--- src/rmwt_pkg.sv ---
`default_nettype none
package rmwt_pkg;
	// Register addresses
	localparam logic [6:0]  ADDR_PROFILE      = 7'h07;
	localparam logic [6:0]  ADDR_TABLE_INDEX  = 7'h08;
	localparam logic [6:0]  ADDR_TABLE_WORD   = 7'h09;
	// Profile select fields
	localparam int          SECOND_CODE_LSB   = 2;
	localparam int          FIRST_CODE_LSB    = 0;
	localparam int          CODE_W            = 2;
	localparam int          SYNC_UPDATE_BIT   = 8;
	localparam int          INTERP_BIT        = 9;
	localparam int          INDEX_W           = 5;
	// Table layout: ten words per axis, bit 4 of the index picks the axis
	localparam int          AXIS_WORDS        = 10;
	localparam int          TABLE_WORDS       = 20;
	localparam logic [3:0]  LAST_WORD_IN_AXIS = 4'h9;
	localparam int          AXIS_SEL_BIT      = 4;
	// Reset values
	localparam logic [1:0]  CODE_RST          = 2'h0;
	localparam logic [4:0]  INDEX_RST         = 5'h00;
	localparam logic [31:0] TABLE_WORD_RST    = 32'haaaa_b554;
	localparam logic [31:0] ZERO_WORD         = 32'h0000_0000;

	typedef enum logic [1:0] {
		RMWT_POSITIONING = 2'b00,
		RMWT_VEL_POS     = 2'b01,
		RMWT_VEL_NEG     = 2'b10,
		RMWT_HOLD        = 2'b11
	} rmwt_code_t;

	// Per-axis decoded behaviour for the ramp generator
	typedef struct packed {
		logic positioning;
		logic to_pos_peak;
		logic to_neg_peak;
		logic hold_velocity;
	} rmwt_behave_t;

	typedef struct packed {
		logic       interp_en;
		logic       sync_update;
		rmwt_code_t second_code;
		rmwt_code_t first_code;
	} rmwt_profile_t;

	typedef struct packed {
		logic [6:0]  addr;
		logic        wr;
		logic        rd;
		logic [31:0] wdata;
	} rmwt_req_t;
endpackage
`default_nettype wire

--- src/rmwt_regs.sv ---
`default_nettype none
module rmwt_regs
	import rmwt_pkg::*;
(
	// Clock and reset
	input  wire logic          clk,
	input  wire logic          reset_n,
	input  wire logic          ce,
	// Register access from the serial front end
	input  wire rmwt_req_t     req,
	output var  logic [31:0]   rdata_q,
	// Goal position write strobes from the target registers
	input  wire logic          first_goal_wr,
	input  wire logic          second_goal_wr,
	// To the ramp generators
	output var  rmwt_profile_t profile_q,
	output var  rmwt_behave_t  first_behave_q,
	output var  rmwt_behave_t  second_behave_q,
	output var  logic          first_goal_load_q,
	output var  logic          second_goal_load_q,
	// To the microstep indexers
	output var  logic [31:0]   table_q [TABLE_WORDS],
	output var  logic [4:0]    index_q
);

	function automatic rmwt_behave_t decode_code(input rmwt_code_t c);
		rmwt_behave_t b;
		b = '0;
		unique case (c)
			RMWT_POSITIONING: b.positioning   = 1'b1;
			RMWT_VEL_POS:     b.to_pos_peak   = 1'b1;
			RMWT_VEL_NEG:     b.to_neg_peak   = 1'b1;
			RMWT_HOLD:        b.hold_velocity = 1'b1;
		endcase
		return b;
	endfunction

	// Flat table slot for an index, valid only for mapped codes
	function automatic logic index_mapped(input logic [4:0] i);
		return (i[3:0] <= LAST_WORD_IN_AXIS);
	endfunction

	function automatic logic [4:0] index_slot(input logic [4:0] i);
		logic [4:0] base;
		base = i[AXIS_SEL_BIT] ? 5'(AXIS_WORDS) : 5'h00;
		return base + {1'b0, i[3:0]};
	endfunction

	logic          wr_profile;
	logic          wr_index;
	logic          wr_word;
	logic          rd_any;
	rmwt_profile_t profile_d;
	logic [31:0]   word_view;

	assign wr_profile = ce && req.wr && (req.addr == ADDR_PROFILE);
	assign wr_index   = ce && req.wr && (req.addr == ADDR_TABLE_INDEX);
	assign wr_word    = ce && req.wr && (req.addr == ADDR_TABLE_WORD);
	assign rd_any     = ce && req.rd;

	// Selected word; unmapped codes read as zero
	assign word_view  = index_mapped(index_q) ? table_q[index_slot(index_q)]
		: ZERO_WORD;

	always_comb begin
		profile_d             = profile_q;
		profile_d.first_code  = rmwt_code_t'(req.wdata[FIRST_CODE_LSB +: CODE_W]);
		profile_d.second_code = rmwt_code_t'(req.wdata[SECOND_CODE_LSB +: CODE_W]);
		profile_d.sync_update = req.wdata[SYNC_UPDATE_BIT];
		profile_d.interp_en   = req.wdata[INTERP_BIT];
	end

	// Profile register and its decoded copies, kept in step
	always_ff @(posedge clk or negedge reset_n) begin
		if (!reset_n) begin
			profile_q       <= '{1'b0, 1'b0, RMWT_POSITIONING, RMWT_POSITIONING};
			first_behave_q  <= '{positioning: 1'b1, default: 1'b0};
			second_behave_q <= '{positioning: 1'b1, default: 1'b0};
		end else if (wr_profile) begin
			profile_q       <= profile_d;
			first_behave_q  <= decode_code(profile_d.first_code);
			second_behave_q <= decode_code(profile_d.second_code);
		end
	end

	// Goal commits; synced mode waits for the second axis write, so the host
	// must write the second axis goal last
	always_ff @(posedge clk or negedge reset_n) begin
		if (!reset_n) begin
			first_goal_load_q  <= 1'b0;
			second_goal_load_q <= 1'b0;
		end else if (ce) begin
			if (profile_q.sync_update) begin
				first_goal_load_q  <= second_goal_wr;
				second_goal_load_q <= second_goal_wr;
			end else begin
				first_goal_load_q  <= first_goal_wr;
				second_goal_load_q <= second_goal_wr;
			end
		end
	end

	always_ff @(posedge clk or negedge reset_n) begin
		if (!reset_n) begin
			index_q <= INDEX_RST;
		end else if (wr_index) begin
			index_q <= req.wdata[INDEX_W-1:0];
		end
	end

	// Table storage; unmapped slots simply drop the write
	always_ff @(posedge clk or negedge reset_n) begin
		if (!reset_n) begin
			for (int k = 0; k < TABLE_WORDS; k++) begin
				table_q[k] <= TABLE_WORD_RST;
			end
		end else if (wr_word && index_mapped(index_q)) begin
			table_q[index_slot(index_q)] <= req.wdata;
		end
	end

	// Read data held until the next read
	always_ff @(posedge clk or negedge reset_n) begin
		if (!reset_n) begin
			rdata_q <= ZERO_WORD;
		end else if (rd_any) begin
			unique case (req.addr)
				ADDR_PROFILE:     rdata_q <= {22'h0, profile_q.interp_en,
					profile_q.sync_update, 4'h0, profile_q.second_code,
					profile_q.first_code};
				ADDR_TABLE_INDEX: rdata_q <= {27'h0, index_q};
				ADDR_TABLE_WORD:  rdata_q <= word_view;
				default:          rdata_q <= ZERO_WORD;
			endcase
		end
	end

	// Fold of the whole table; one stray or lost write flips it when it changes the stored word
	logic [31:0] table_fold;

	always_comb begin
		table_fold = ZERO_WORD;
		for (int k = 0; k < TABLE_WORDS; k++) begin
			table_fold = table_fold ^ table_q[k];
		end
	end
endmodule // rmwt_regs
`default_nettype wire

--- config.mk ---
export PLATFORM = sky130hd
export DESIGN_NAME = rmwt_regs
export DESIGN_NICKNAME = d
export VERILOG_FILES = /design/src/rmwt_pkg.sv /design/src/rmwt_regs.sv
export SDC_FILE = /design/constraint.sdc
export NUM_CORES = 1
export LEC_CHECK = 0
export BUFFER_PORTS_ARGS = -buffer_cell sky130_fd_sc_hd__buf_2
export CORE_ASPECT_RATIO = 1.2
export CORE_MARGIN = 10
export CORE_UTILIZATION = 30
export DETAILED_ROUTE_END_ITERATION = 12
export GPL_TIMING_DRIVEN = 0
export HOLD_SLACK_MARGIN = 0.15
export PLACE_DENSITY_LB_ADDON = 0.2
export REMOVE_ABC_BUFFERS = 1
export SLEW_MARGIN = 30
export SYNTH_ARGS = -nofsm -noshare
export SYNTH_HDL_FRONTEND = slang
export SYNTH_SLANG_ARGS = --single-unit
export TNS_END_PERCENT = 20
--- constraint.sdc ---
create_clock -name clk -period 2.6 [get_ports clk]
set_input_delay 0.13 -clock clk [delete_from_list [all_inputs] [get_ports clk]]
set_output_delay 0.13 -clock clk [all_outputs]
set_load 0.1 [all_outputs]
* Yosys cells after proc, flatten, opt, wreduce, memory -nomap -nowiden
Cells that the tools add are included.
** Storage, ports and cells
- Flip-flop bits (word level) :: 693
- Word-level logic and storage cells :: 77
- Bits in latches :: 0
- Memories :: 0
- Memory bits (writable) :: 0
- ROM bits :: 0
- Output and inout port bits :: 693
- Input port bits :: 46
** Cells by class
- Order comparisons :: 3
- Multipliers :: 0
- Multiplexer cells :: 18
- Div/mod/pow operators :: 0
- Add/subtract/negate cells :: 1
- Bitwise operators :: 1
- Reduce and logical (&&, ||, !) cells :: 9
- Eq/ne operators :: 9
- Shifts and indexed selects :: 0
** Operators with widths (number)
- $bwmux 640 :: 1
- $bmux 32 s5 :: 1
- $demux 32 s5 :: 1
- $mux 32 :: 4
- $pmux 32 s3 :: 1
- $eq 7x4->1 const B :: 2
- $mux 1 :: 9
- $eq 2x2->1 const B :: 4
- $eq 7x3->1 const B :: 1
- $logic_and 1x1->1 :: 7
- $ge 6x6->1 const B :: 1
- $lt 6x1->1 const B :: 1
- $not 5->6 :: 1
- $add 4x4->5 :: 1
- $eq 2x1->1 const B :: 2
- $le 4x4->1 const B :: 1
- $logic_not 2->1 :: 2
- $mux 4 :: 1

* Longest topological paths before layout
Gate-level depths: netlist (run 1).
- Depth after elaboration :: 8
- Mapped depth :: 10
- Gate-level depth less buffers :: 7

* Worst setup path after synthesis (run 1)
OpenSTA, ideal clock, no wires.
- Path kind :: register to register
- From :: register index_q[4]
- To :: register table_q[135] (netlist bit)
- Data required time :: 2.474 ns
- Clock period less this slack :: 3.161 ns
- Setup slack :: -0.561 ns
- Stages on the path, launching flop included :: 10
- Buffers on the path :: 2
- Library setup time :: 0.126 ns
- Arrival time :: 3.036 ns
- Path through :: dfrtp_1 -> ha_1 -> ha_1 -> nor2b_1 -> a21oi_2 -> nor2_1 -> and3_1 -> clkbuf_1 -> buf_2 -> mux2_2
** Between the ends
- Cells in the longest elaborated chain, start to end :: 8
- Elaborated cells on any way between the ends :: 9
- Classes of those cells :: add/sub (1); order compare (2); mux (4); bitwise (1); reduce/logical (1)
** RTL lines
- from (decl) :: RTL line rmwt_regs.sv:23 : output var logic [4:0] index_q
- from (signal assigned) :: RTL line rmwt_regs.sv:107 : index_q <= req.wdata[INDEX_W-1:0];
- $mux 4 (*) :: RTL line rmwt_regs.sv:45 : base = i[AXIS_SEL_BIT] ? 5'(AXIS_WORDS) : 5'h00;
- $add 4x4->5 (*) :: RTL line rmwt_regs.sv:46 : return base + {1'b0, i[3:0]};
- $not 5->6 (not written as such) (*) :: RTL line rmwt_regs.sv:118 : table_q[index_slot(index_q)] <= req.wdata;
- $ge 6x6->1 (not written as such) or $lt 6x1->1 (tied branches) :: RTL line rmwt_regs.sv:118
- $logic_and 1x1->1 (not written as such) :: RTL line rmwt_regs.sv:118
- $mux 32 (not written as such) :: RTL line rmwt_regs.sv:118
- $demux 32 s5 (*) :: RTL line rmwt_regs.sv:118
- $bwmux 640 (*) :: RTL line rmwt_regs.sv:118
- to (signal, indexed assignment) :: RTL line rmwt_regs.sv:118
- to (decl) :: RTL line rmwt_regs.sv:22 : output var logic [31:0] table_q [TABLE_WORDS],
Every way passes the cells marked *; elsewhere a longest branch is shown, timed or not.
A chain may end at the register's enable or synchronous reset.

* Worst setup path after layout (run 1)
- From :: register index_q[1]
- To :: register table_q[26] (netlist bit)
** Between the ends
- Cells in the longest elaborated chain, start to end :: 7
- Elaborated cells on any way between the ends :: 10
- Classes of those cells :: add/sub (1); order compare (3); mux (3); bitwise (1); reduce/logical (2)
** RTL lines (RTL line)
- $add 4x4->5 :: rmwt_regs.sv:46
- $not 5->6 (not written as such) :: rmwt_regs.sv:118
- $ge 6x6->1 (not written as such) or $lt 6x1->1 (tied branches) :: rmwt_regs.sv:118
- $logic_and 1x1->1 (not written as such) :: rmwt_regs.sv:118
- $mux 32 (not written as such) :: rmwt_regs.sv:118
- $demux 32 s5 :: rmwt_regs.sv:118
- $bwmux 640 :: rmwt_regs.sv:118
Parallel ways exist; a longest one is shown, timed or not.

==> flow_metrics.py, run 1 <==
metrics = {
    "cells_and_area": {
        "syn2layout_area_growth_pct": 36.6,
        "fin_area_mm2": 0.0436,
        "final_nets": 3174,
        "final_layout_size_suffix_gt1_share_pct": 71.2,
        "num_antenna_cells": 0,
        "final_cell_count_no_fill": 4584,
        "fillers": 9894,
    },
    "logic_synthesis": {
        "ys_types": 53,
        "synth-seq-cells": 693,
        "yosysSeqAreaShare_pct": 55.5,
        "ys_top_cells_by_area": "dfrtp_1 (29%), dfstp_2 (26%), mux2_2 (26%), mux4_2 (3.9%), mux2i_1 (1.9%)",
        "syn_inst": 2259,
        "syn-cell-area_mm2": 0.0320,
        "yosysMostFrequentCell": "mux2_2",
        "synthXorXnorAreaFrac_pct": 0,
        "synth-compound-area-share_pct": 5.77,
        "synth-simple-area-share_pct": 3.18,
        "yosysWarnings": 0,
        "synth-async-reset-ratio_pct": 100,
        "avgSynthCellArea_um2": 14.1,
        "synth_ff_type": "dfrtp_1",
        "synthMuxAreaShare_pct": 32.4,
        "synth_common_cells": "mux2_2 (727), dfrtp_1 (371), dfstp_2 (322), clkbuf_1 (118), buf_2 (79)",
        "synth_top_family_by_area": "multiplexers",
        "synth_area_leader_cell": "dfrtp_1",
        "yosys.area_share.adder_pct": 0.157,
        "synth.top_cell.area_share_pct": 29.0,
        "synth_edf_count": 0,
    },
    "timing": {
        "hold_viol_final": 0,
        "clock_skew_ns": 0.0201,
        "hold_ws_ns": 0.242,
        "setup_ws_ns": -0.0327,
        "worst_slew_pin_slew_ns": 0.731,
        "maxSlewViolCount": 0,
        "max_freq_mhz": 380,
        "rsz0062_at_grt": "yes",
        "setup_viol": 10,
        "relSlewSlack_pct": 51.1,
        "fin_crit_sh_pct": 101,
        "min_period_ns": 2.63,
    },
    "power_and_ir_drop": {
        "power.leakage_nw": 21.5,
        "peakVddDrop_mv": 0.439,
        "powerDensity_mw_per_mm2": 576,
        "p_total_mw": 25.1,
    },
    "global_routing": {
        "grt_pass1_vias": 25800,
        "grt.overflow.total": 0,
        "grt_pass1_wl_um": 204000,
        "grtUsageTotal_pct": 23.2,
        "grt_max_degree": 90,
        "antenna_found_initial": 2,
    },
    "worst_setup_path": {
        "crit_buf_inv": 6,
        "path_class": "reg2reg",
        "reg2regPathDepth": 11,
        "cp_max_fo": 17,
        "slowest_stage": "dfrtp_2",
        "crit_family": "buffers and inverters",
        "cp.required_ns": 3.11,
        "start_kind": "flip-flop",
        "crit_path_end_kind": "flip-flop",
        "critPathArrivalTime_ns": 3.14,
        "cp_cell_sequence": "ha_4 -> ha_4 -> buf_4 -> buf_8 -> buf_12 -> nor2_4 -> clkbuf_16 -> buf_12 -> nand2_8 -> buf_16 -> mux2_4",
        "critPathMaxStageDelay_ns": 0.45,
        "crit_cells": 11,
    },
    "worst_hold_path": {
        "min_path_type": "in2reg",
        "hold_depth": 6,
    },
    "flow_run": {
        "cap_violations": 0,
    },
    "floorplan": {
        "core.rowCount": 131,
        "core-area_mm2": 0.106,
        "die_area_mm2": 0.120,
        "ios": 739,
        "die_w_um": 318,
        "die_h_um": 378,
        "start_util_pct": 30.1,
    },
    "route": {
        "vias": 24200,
        "drtPass1Iterations": 7,
        "drt_iter0_drc": 1529,
        "wl_per_cell_um": 32.0,
        "drc": 0,
        "drtAntennaViolNets": 0,
        "via_per_inst": 5.29,
        "wl_um": 147000,
    },
    "cts": {
        "cts_tree": "built",
        "cts_sinks": 693,
        "htreeDepth": 3,
        "root_buffer": "clkbuf_16",
        "insertion_delay_ns": 0.63,
        "ctsLongestPathBuffers": 3,
        "cts_made_buffers": 80,
        "clkTransAtPathRegs_ns": 0.06,
    },
    "outcome": {
        "outcome": "finished, violations left",
        "failed_checks": "setup timing",
    },
    "placement": {
        "io_buffers": 738,
        "dpl.cell_count": 4263,
        "hpwl_um": 102000,
        "place_ws_ns": -1.94,
        "gp_congestion": 0.784,
        "placed_area_mm2": 0.0383,
    },
}
## worst min-delay path: stages
cell and delay (ns):
buf_2 0.10, nor3_4 0.06, and4_4 0.18, a211o_1 0.24, o21ai_0 0.07, a21oi_1 0.04
## registers in the layout, indices dropped and copies added, names as in the netlist
name / cells
table_q: 640
rdata_q: 32
profile_q: 6
index_q: 5
first_behave_q: 4
second_behave_q: 4
first_goal_load_q: 1
second_goal_load_q: 1
## layout make-up
class | count | area, um^2 | share of cell area (%)
clock inverter | 17 | 195 | 0.447
multi-input combinational | 1347 | 14000 | 32.1
sequential | 693 | 17800 | 40.7
tap | 1396 | 1750 | 4.00
timing repair buffer | 998 | 7480 | 17.1
clock buffer | 129 | 2430 | 5.56
inverter | 4 | 18.8 | 0.0430
## per-layer routing
metal  track usage (%)  wire [um]  share of wire (%)
met3              6.28      10200                7.0
met4              9.08       6000                4.1
met1              27.6      58300                 40
met2              39.6      72300                 49
met5                 0          8             0.0055
## cells by family after synthesis
kind of cell	count (synthesis)
mux	870
flops	693
compound gates	281
buf+inv	221
simple gates	190
fa+ha+maj	4
## where the power goes
| part | leakage, nW | internal (mW) | total [mW] | switching, mW |
|---|---|---|---|---|
| Clock | 1.29 | 6.69 | 11.4 | 4.70 |
| Sequential | 8.46 | 10.9 | 11.0 | 0.0621 |
| Combinational | 11.7 | 0.827 | 2.78 | 1.95 |
## through the flow
step	util, %	TNS [ns]
floorplan	-	-4452.28
CTS	40.7	-1.27
detailed placement	36.1	-624.60
global placement	34.4	-
finish	41.2	-0.112
global route	41.2	-0.134
## worst paths after layout
| path | from | slack [ns] | to |
|---|---|---|---|
| max in group asynchronous | reset_n | 0.58 | table_q[113] |
| worst max-delay path | index_q[1] | -0.03 | table_q[26] |
| worst min-delay path | req[39] | 0.24 | rdata_q[8] |
| worst min register to register | second_behave_q[1] | 0.47 | second_behave_q[1] |
| min in group asynchronous | reset_n | 0.70 | table_q[463] |
| worst max register to register | index_q[1] | -0.03 | table_q[26] |
## repair_timing
item / CTS / global route
cloned: 10 / 4
pin swaps: 30 / 19
resized for setup: 134 / 34
hold buffers: 47 / 0
endpoints found under the setup margin: 673 / 382
setup buffers: 95 / 23
endpoints found under the hold margin: 874 / 0
## cells in the final DEF, fill, tap and decap left out, types with 36 or more instances in the layout
cell / instances
mux2_4: 36
dfstp_2: 322
nand2_1: 60
clkbuf_16: 84
buf_4: 79
mux4_2: 56
buf_12: 45
dlygate4sd3_1: 46
mux2i_1: 62
buf_2: 737
dfrtp_1: 366
a21oi_1: 56
o22ai_1: 47
mux2_2: 693
a211oi_1: 40
Note: power is estimated with default switching activity, not from simulation.
==> run 2: changes to the inputs <==
--- a/config.mk
+++ b/config.mk
@@ -6,13 +6,13 @@
 export NUM_CORES = 1
 export LEC_CHECK = 0
 export BUFFER_PORTS_ARGS = -buffer_cell sky130_fd_sc_hd__buf_2
-export CORE_ASPECT_RATIO = 1.2
 export CORE_MARGIN = 10
 export CORE_UTILIZATION = 30
 export DETAILED_ROUTE_END_ITERATION = 12
 export GPL_TIMING_DRIVEN = 0
 export HOLD_SLACK_MARGIN = 0.15
 export PLACE_DENSITY_LB_ADDON = 0.2
+export RECOVER_POWER = 25
 export REMOVE_ABC_BUFFERS = 1
 export SLEW_MARGIN = 30
 export SYNTH_ARGS = -nofsm -noshare
==> flow_metrics.py, run 2 (synthesis gave the netlist of run 1 again) <==
metrics = {
    "power_and_ir_drop": {
        "peakVddDrop_mv": 0.578,
        "powerDensity_mw_per_mm2": 592,
        "power_frac_seq_pct": 42.1,
        "swShare_pct": 27.1,
        "netSwitchingPower_mw": 7.06,
        "clkPwrFrac_pct": 47.0,
        "combPwrFrac_pct": 10.8,
        "p_int_mw": 19.0,
        "power.leakage_nw": 21.3,
        "p_total_mw": 26.0,
    },
    "cells_and_area": {
        "largest_register": "table_q",
        "fin_area_mm2": 0.0440,
        "fillers": 9798,
        "syn2layout_area_growth_pct": 37.7,
        "multiInputGateArea_mm2": 0.0139,
        "reg_top3": "table_q (640), rdata_q (32), profile_q (6)",
        "final_cell_mix": "mux2_2 (727), buf_2 (623), dfrtp_1 (366), dfstp_2 (322), clkbuf_1 (135)",
        "final_nets": 3222,
        "regArea_mm2": 0.0178,
        "largest_reg_flops": 640,
        "mostFrequentLayoutCell": "mux2_2",
        "final_layout_size_suffix_gt1_share_pct": 68.3,
    },
    "timing": {
        "fin_crit_sh_pct": 101,
        "min_period_ns": 2.64,
        "clock_skew_ns": 0.0192,
        "hold_ws_ns": 0.151,
        "maxSlewViolCount": 26,
        "setup_ws_ns": -0.0366,
        "setup_viol": 17,
        "hold_viol_final": 0,
        "tns_ns": -0.264,
        "worst_slew_pin_slew_ns": 1.56,
        "max_freq_mhz": 379,
        "relSlewSlack_pct": -4.33,
        "rsz0062_at_grt": "yes",
    },
    "worst_setup_path": {
        "timing.rr.start": "index_q[4]",
        "cp-startpoint": "index_q[4]",
        "start_kind": "flip-flop",
        "path_class": "reg2reg",
        "cp_max_fo": 8,
        "cp.required_ns": 3.15,
        "r2r-end": "table_q[408]",
        "reg2regPathDepth": 8,
        "regToRegSetupSlack_ns": -0.04,
        "critPathArrivalTime_ns": 3.18,
        "crit_path_end_kind": "flip-flop",
    },
    "cts": {
        "clkTransAtPathRegs_ns": 0.06,
        "cts_tree": "built",
        "cts_made_buffers": 84,
        "htreeDepth": 3,
        "ctsLongestPathBuffers": 3,
        "insertion_delay_ns": 0.68,
        "cts_sinks": 693,
        "root_buffer": "clkbuf_16",
    },
    "global_routing": {
        "grt.overflow.total": 0,
        "grtUsageTotal_pct": 24.7,
        "grt_pass1_wl_um": 212000,
        "antenna_found_initial": 4,
        "grt_pass1_vias": 26100,
        "grt_max_degree": 85,
    },
    "route": {
        "via_per_inst": 5.33,
        "drt_iter0_drc": 1460,
        "wl_per_cell_um": 33.8,
        "vias": 24700,
        "drtAntennaViolNets": 0,
        "drc": 0,
        "wl_um": 157000,
        "drtPass1Iterations": 5,
    },
    "worst_hold_path": {
        "min_path_type": "in2reg",
        "hold_end": "rdata_q[2]",
        "hp-start": "req[38]",
        "hold_depth": 7,
    },
    "outcome": {
        "outcome": "finished, violations left",
        "failed_checks": "capacitance limit, slew limit, setup timing",
    },
    "floorplan": {
        "ios": 739,
        "core-area_mm2": 0.106,
        "start_util_pct": 30.3,
        "die_h_um": 346,
        "die_area_mm2": 0.120,
        "die_w_um": 346,
        "core.rowCount": 119,
    },
    "flow_run": {
        "cap_violations": 1,
    },
    "placement": {
        "io_buffers": 738,
        "placed_area_mm2": 0.0384,
        "hpwl_um": 104000,
        "gp_congestion": 0.789,
        "place_ws_ns": -1.35,
    },
}
[run 2: layer usage]
layer,track usage (%),vias up,part of all wire [%]
met2,42.7,968,49
met3,6.58,287,7.0
met1,28.9,13200,40
li1,-,10200,-
met5,0,-,0.0083
met4,9.80,2,4.1
[run 2: cell type report]
type                       instances  share of cell area (%)
sequential                       693                    40.3
antenna                            2                  0.0114
multi-input combinational       1351                    31.7
clock inverter                    23                   0.606
inverter                           4                  0.0426
timing repair buffer            1038                    17.4
clock buffer                     135                    5.94
tap                             1391                    3.95
[run 2: power by group through the flow]
| stage | Sequential (mW) | Clock [mW] | Combinational [mW] |
|---|---|---|---|
| after CTS | 11.0 | 12.5 | 2.69 |
| after detailed placement | 11.2 | 0 | 2.35 |
| after global placement | 11.2 | 0 | 2.12 |
| after global routing | 11.0 | 12.9 | 2.95 |
| final | 11.0 | 12.2 | 2.82 |
| after floorplan | 11.8 | 0 | 0.594 |
[run 2: what timing repair did]
action	4_1_cts	5_1_grt
hold buffers	51	0
cloned	17	9
pin swaps	31	22
endpoints found under the hold margin	915	0
setup buffers	89	55
setup endpoints to repair	673	329
gates resized for setup	72	47
[run 2: per-stage QoR]
step / utilization (%) / cells
5_1_grt: 41.7 / 4635
6_report: 41.7 / 4637
3_5_place_dp: 36.4 / 4263
4_1_cts: 41.1 / 4575
2_1_floorplan: - / 2042
3_3_place_gp: 34.5 / 4171
[run 2: critical path, cell delays in order (launching register included)]
cell and delay, ns:
dfrtp_2 0.45, ha_4 0.20, ha_4 0.37, nand2_1 0.28
nor3_4 0.25, buf_4 0.19, buf_6 0.20, buf_6 0.20
mux2_2 0.35
[run 2: worst max-delay path by stage]
stage | endpoint | slack, ns | cells past startpoint
after detailed placement | table_q[208] | -1.35 | 7
after floorplan | table_q[384] | -8.51 | 3
after global routing | table_q[410] | -0.08 | 8
final | table_q[408] | -0.04 | 8
after global placement | table_q[524] | -17.72 | 3
after CTS | rdata_q[24] | -0.07 | 9
==> run 3: changes to the inputs <==
--- a/config.mk
+++ b/config.mk
@@ -6,6 +6,7 @@
 export NUM_CORES = 1
 export LEC_CHECK = 0
 export BUFFER_PORTS_ARGS = -buffer_cell sky130_fd_sc_hd__buf_2
+export CORE_ASPECT_RATIO = 1.75
 export CORE_MARGIN = 10
 export CORE_UTILIZATION = 30
 export DETAILED_ROUTE_END_ITERATION = 12
==> constraint.sdc (replaced) <==
create_clock -name clk -period 2.75 [get_ports clk]
set_input_delay 0.1375 -clock clk [delete_from_list [all_inputs] [get_ports clk]]
set_output_delay 0.1375 -clock clk [all_outputs]
set_load 0.1 [all_outputs]
==> flow_metrics.py, run 3 (synthesis gave the netlist of run 1 again) <==
metrics = {
    "power_and_ir_drop": {
        "power_frac_seq_pct": 44.8,
        "clkPwrFrac_pct": 44.5,
        "power.leakage_nw": 20.5,
        "powerDensity_mw_per_mm2": 544,
        "netSwitchingPower_mw": 6.32,
        "swShare_pct": 27.3,
        "combPwrFrac_pct": 10.7,
        "p_int_mw": 16.8,
        "peakVddDrop_mv": 0.490,
    },
    "worst_setup_path": {
        "cp.required_ns": 3.28,
        "crit_path_end_kind": "flip-flop",
        "critPathArrivalTime_ns": 3.31,
        "path_class": "reg2reg",
        "start_kind": "flip-flop",
        "cp_max_fo": 34,
    },
    "floorplan": {
        "die_w_um": 267,
        "die_h_um": 452,
        "core.rowCount": 158,
        "die_area_mm2": 0.121,
        "ios": 739,
        "core-area_mm2": 0.106,
        "start_util_pct": 30.2,
    },
    "route": {
        "drc": 0,
        "drtPass1Iterations": 7,
        "drt_iter0_drc": 1783,
        "vias": 24400,
        "drtAntennaViolNets": 0,
        "wl_per_cell_um": 33.1,
        "wl_um": 149000,
        "via_per_inst": 5.42,
    },
    "cells_and_area": {
        "largest_reg_flops": 640,
        "final_nets": 3122,
        "final_cell_mix": "mux2_2 (717), buf_2 (626), dfrtp_1 (367), dfstp_2 (322), clkbuf_1 (137)",
        "largest_register": "table_q",
        "mostFrequentLayoutCell": "mux2_2",
        "syn2layout_area_growth_pct": 33.1,
        "fin_area_mm2": 0.0425,
        "reg_top3": "table_q (640), rdata_q (32), profile_q (6)",
        "final_layout_size_suffix_gt1_share_pct": 67.2,
        "final_cell_count_no_fill": 4493,
    },
    "cts": {
        "cts_made_buffers": 74,
        "cts_tree": "built",
        "root_buffer": "clkbuf_16",
        "htreeDepth": 3,
        "ctsLongestPathBuffers": 3,
        "clkTransAtPathRegs_ns": 0.07,
        "cts_sinks": 693,
        "insertion_delay_ns": 0.67,
    },
    "timing": {
        "setup_ws_ns": -0.0238,
        "max_freq_mhz": 361,
        "fin_crit_sh_pct": 101,
        "relSlewSlack_pct": 11.2,
        "worst_slew_pin_slew_ns": 1.34,
        "clock_skew_ns": 0.0269,
        "hold_ws_ns": 0.249,
        "hold_viol_final": 0,
        "maxSlewViolCount": 0,
        "min_period_ns": 2.77,
        "rsz0062_at_grt": "yes",
        "setup_viol": 12,
    },
    "global_routing": {
        "grt_max_degree": 93,
        "grtUsageTotal_pct": 23.5,
        "grt_pass1_vias": 25800,
        "antenna_found_initial": 2,
        "grt.overflow.total": 0,
        "grt_pass1_wl_um": 204000,
    },
    "flow_run": {
        "cap_violations": 0,
    },
    "placement": {
        "hpwl_um": 106000,
        "placed_area_mm2": 0.0383,
        "gp_congestion": 0.787,
        "dpl.cell_count": 4229,
        "io_buffers": 738,
    },
    "outcome": {
        "outcome": "finished, violations left",
        "failed_checks": "setup timing",
    },
    "worst_hold_path": {
        "min_path_type": "in2reg",
    },
}
run 3: final cells by class:
type                            count  area, um^2
Clock inverter                     16         188
Inverter                            4        18.8
Multi-Input combinational cell   1346       13900
Fill cell                       10100       63400
Clock buffer                      120        2260
Tap cell                         1360        1700
Antenna cell                        1        2.50
Timing Repair Buffer              953        6710
Sequential cell                   693       17800
run 3: worst paths after layout:
check | start | to | slack, ns | cells after the start
min in group asynchronous | reset_n | table_q[364] | 0.66 | 3
max reg2reg | index_q[0] | table_q[446] | -0.02 | 9
max | index_q[0] | table_q[446] | -0.02 | 9
max in group asynchronous | reset_n | table_q[357] | 0.39 | 5
min | req[39] | rdata_q[8] | 0.25 | 6
min reg2reg | second_behave_q[3] | second_behave_q[3] | 0.47 | 2
run 3: timing repair:
| item | in CTS | in global routing |
|---|---|---|
| endpoints found under the hold margin | 845 | 0 |
| gates cloned | 4 | 6 |
| buffers inserted | 43 | 27 |
| pin swaps | 32 | 13 |
| hold buffers | 49 | 0 |
| resized for setup | 96 | 26 |
| endpoints found under the setup margin | 670 | 336 |
run 3: power groups by stage:
stage          clock network, mW  logic (mW)  registers (mW)
2_1_floorplan                  0       0.561            11.1
4_1_cts                     10.5        2.39            10.4
6_report                    10.3        2.47            10.4
3_5_place_dp                   0        2.22            10.5
3_3_place_gp                   0        2.01            10.6
5_1_grt                     10.9        2.58            10.4
run 3: critical path, stage by stage (launching register included):
cell and delay (ns):
dfrtp_4 0.52, buf_12 0.19, buf_12 0.18, buf_16 0.23
nand2b_4 0.17, buf_12 0.18, nor3_4 0.34, buf_8 0.22
buf_12 0.16, mux2_2 0.34
run 3: per-stage QoR:
stage / setup TNS (ns) / util [%] / setup slack (ns) / total power, mW
after global routing: -1.91 / 40.1 / -0.0764 / 23.8
after floorplan: -4351.19 / - / -8.36 / 11.7
after global placement: - / 34.4 / -17.25 / 12.6
after detailed placement: -449.10 / 36.1 / -1.34 / 12.8
final: -0.120 / 40.1 / -0.0238 / 23.1
after CTS: -22.39 / 39.8 / -0.316 / 23.3
run 3: layer usage:
metal  vias to the layer above  GRT usage (%)  share of wire (%)
met4                         0           9.53                4.2
met5                         -              0                  0
li1                      10000              -                  -
met2                      1027           41.0                 50
met1                     13100           26.4                 37
met3                       246           6.84                8.1
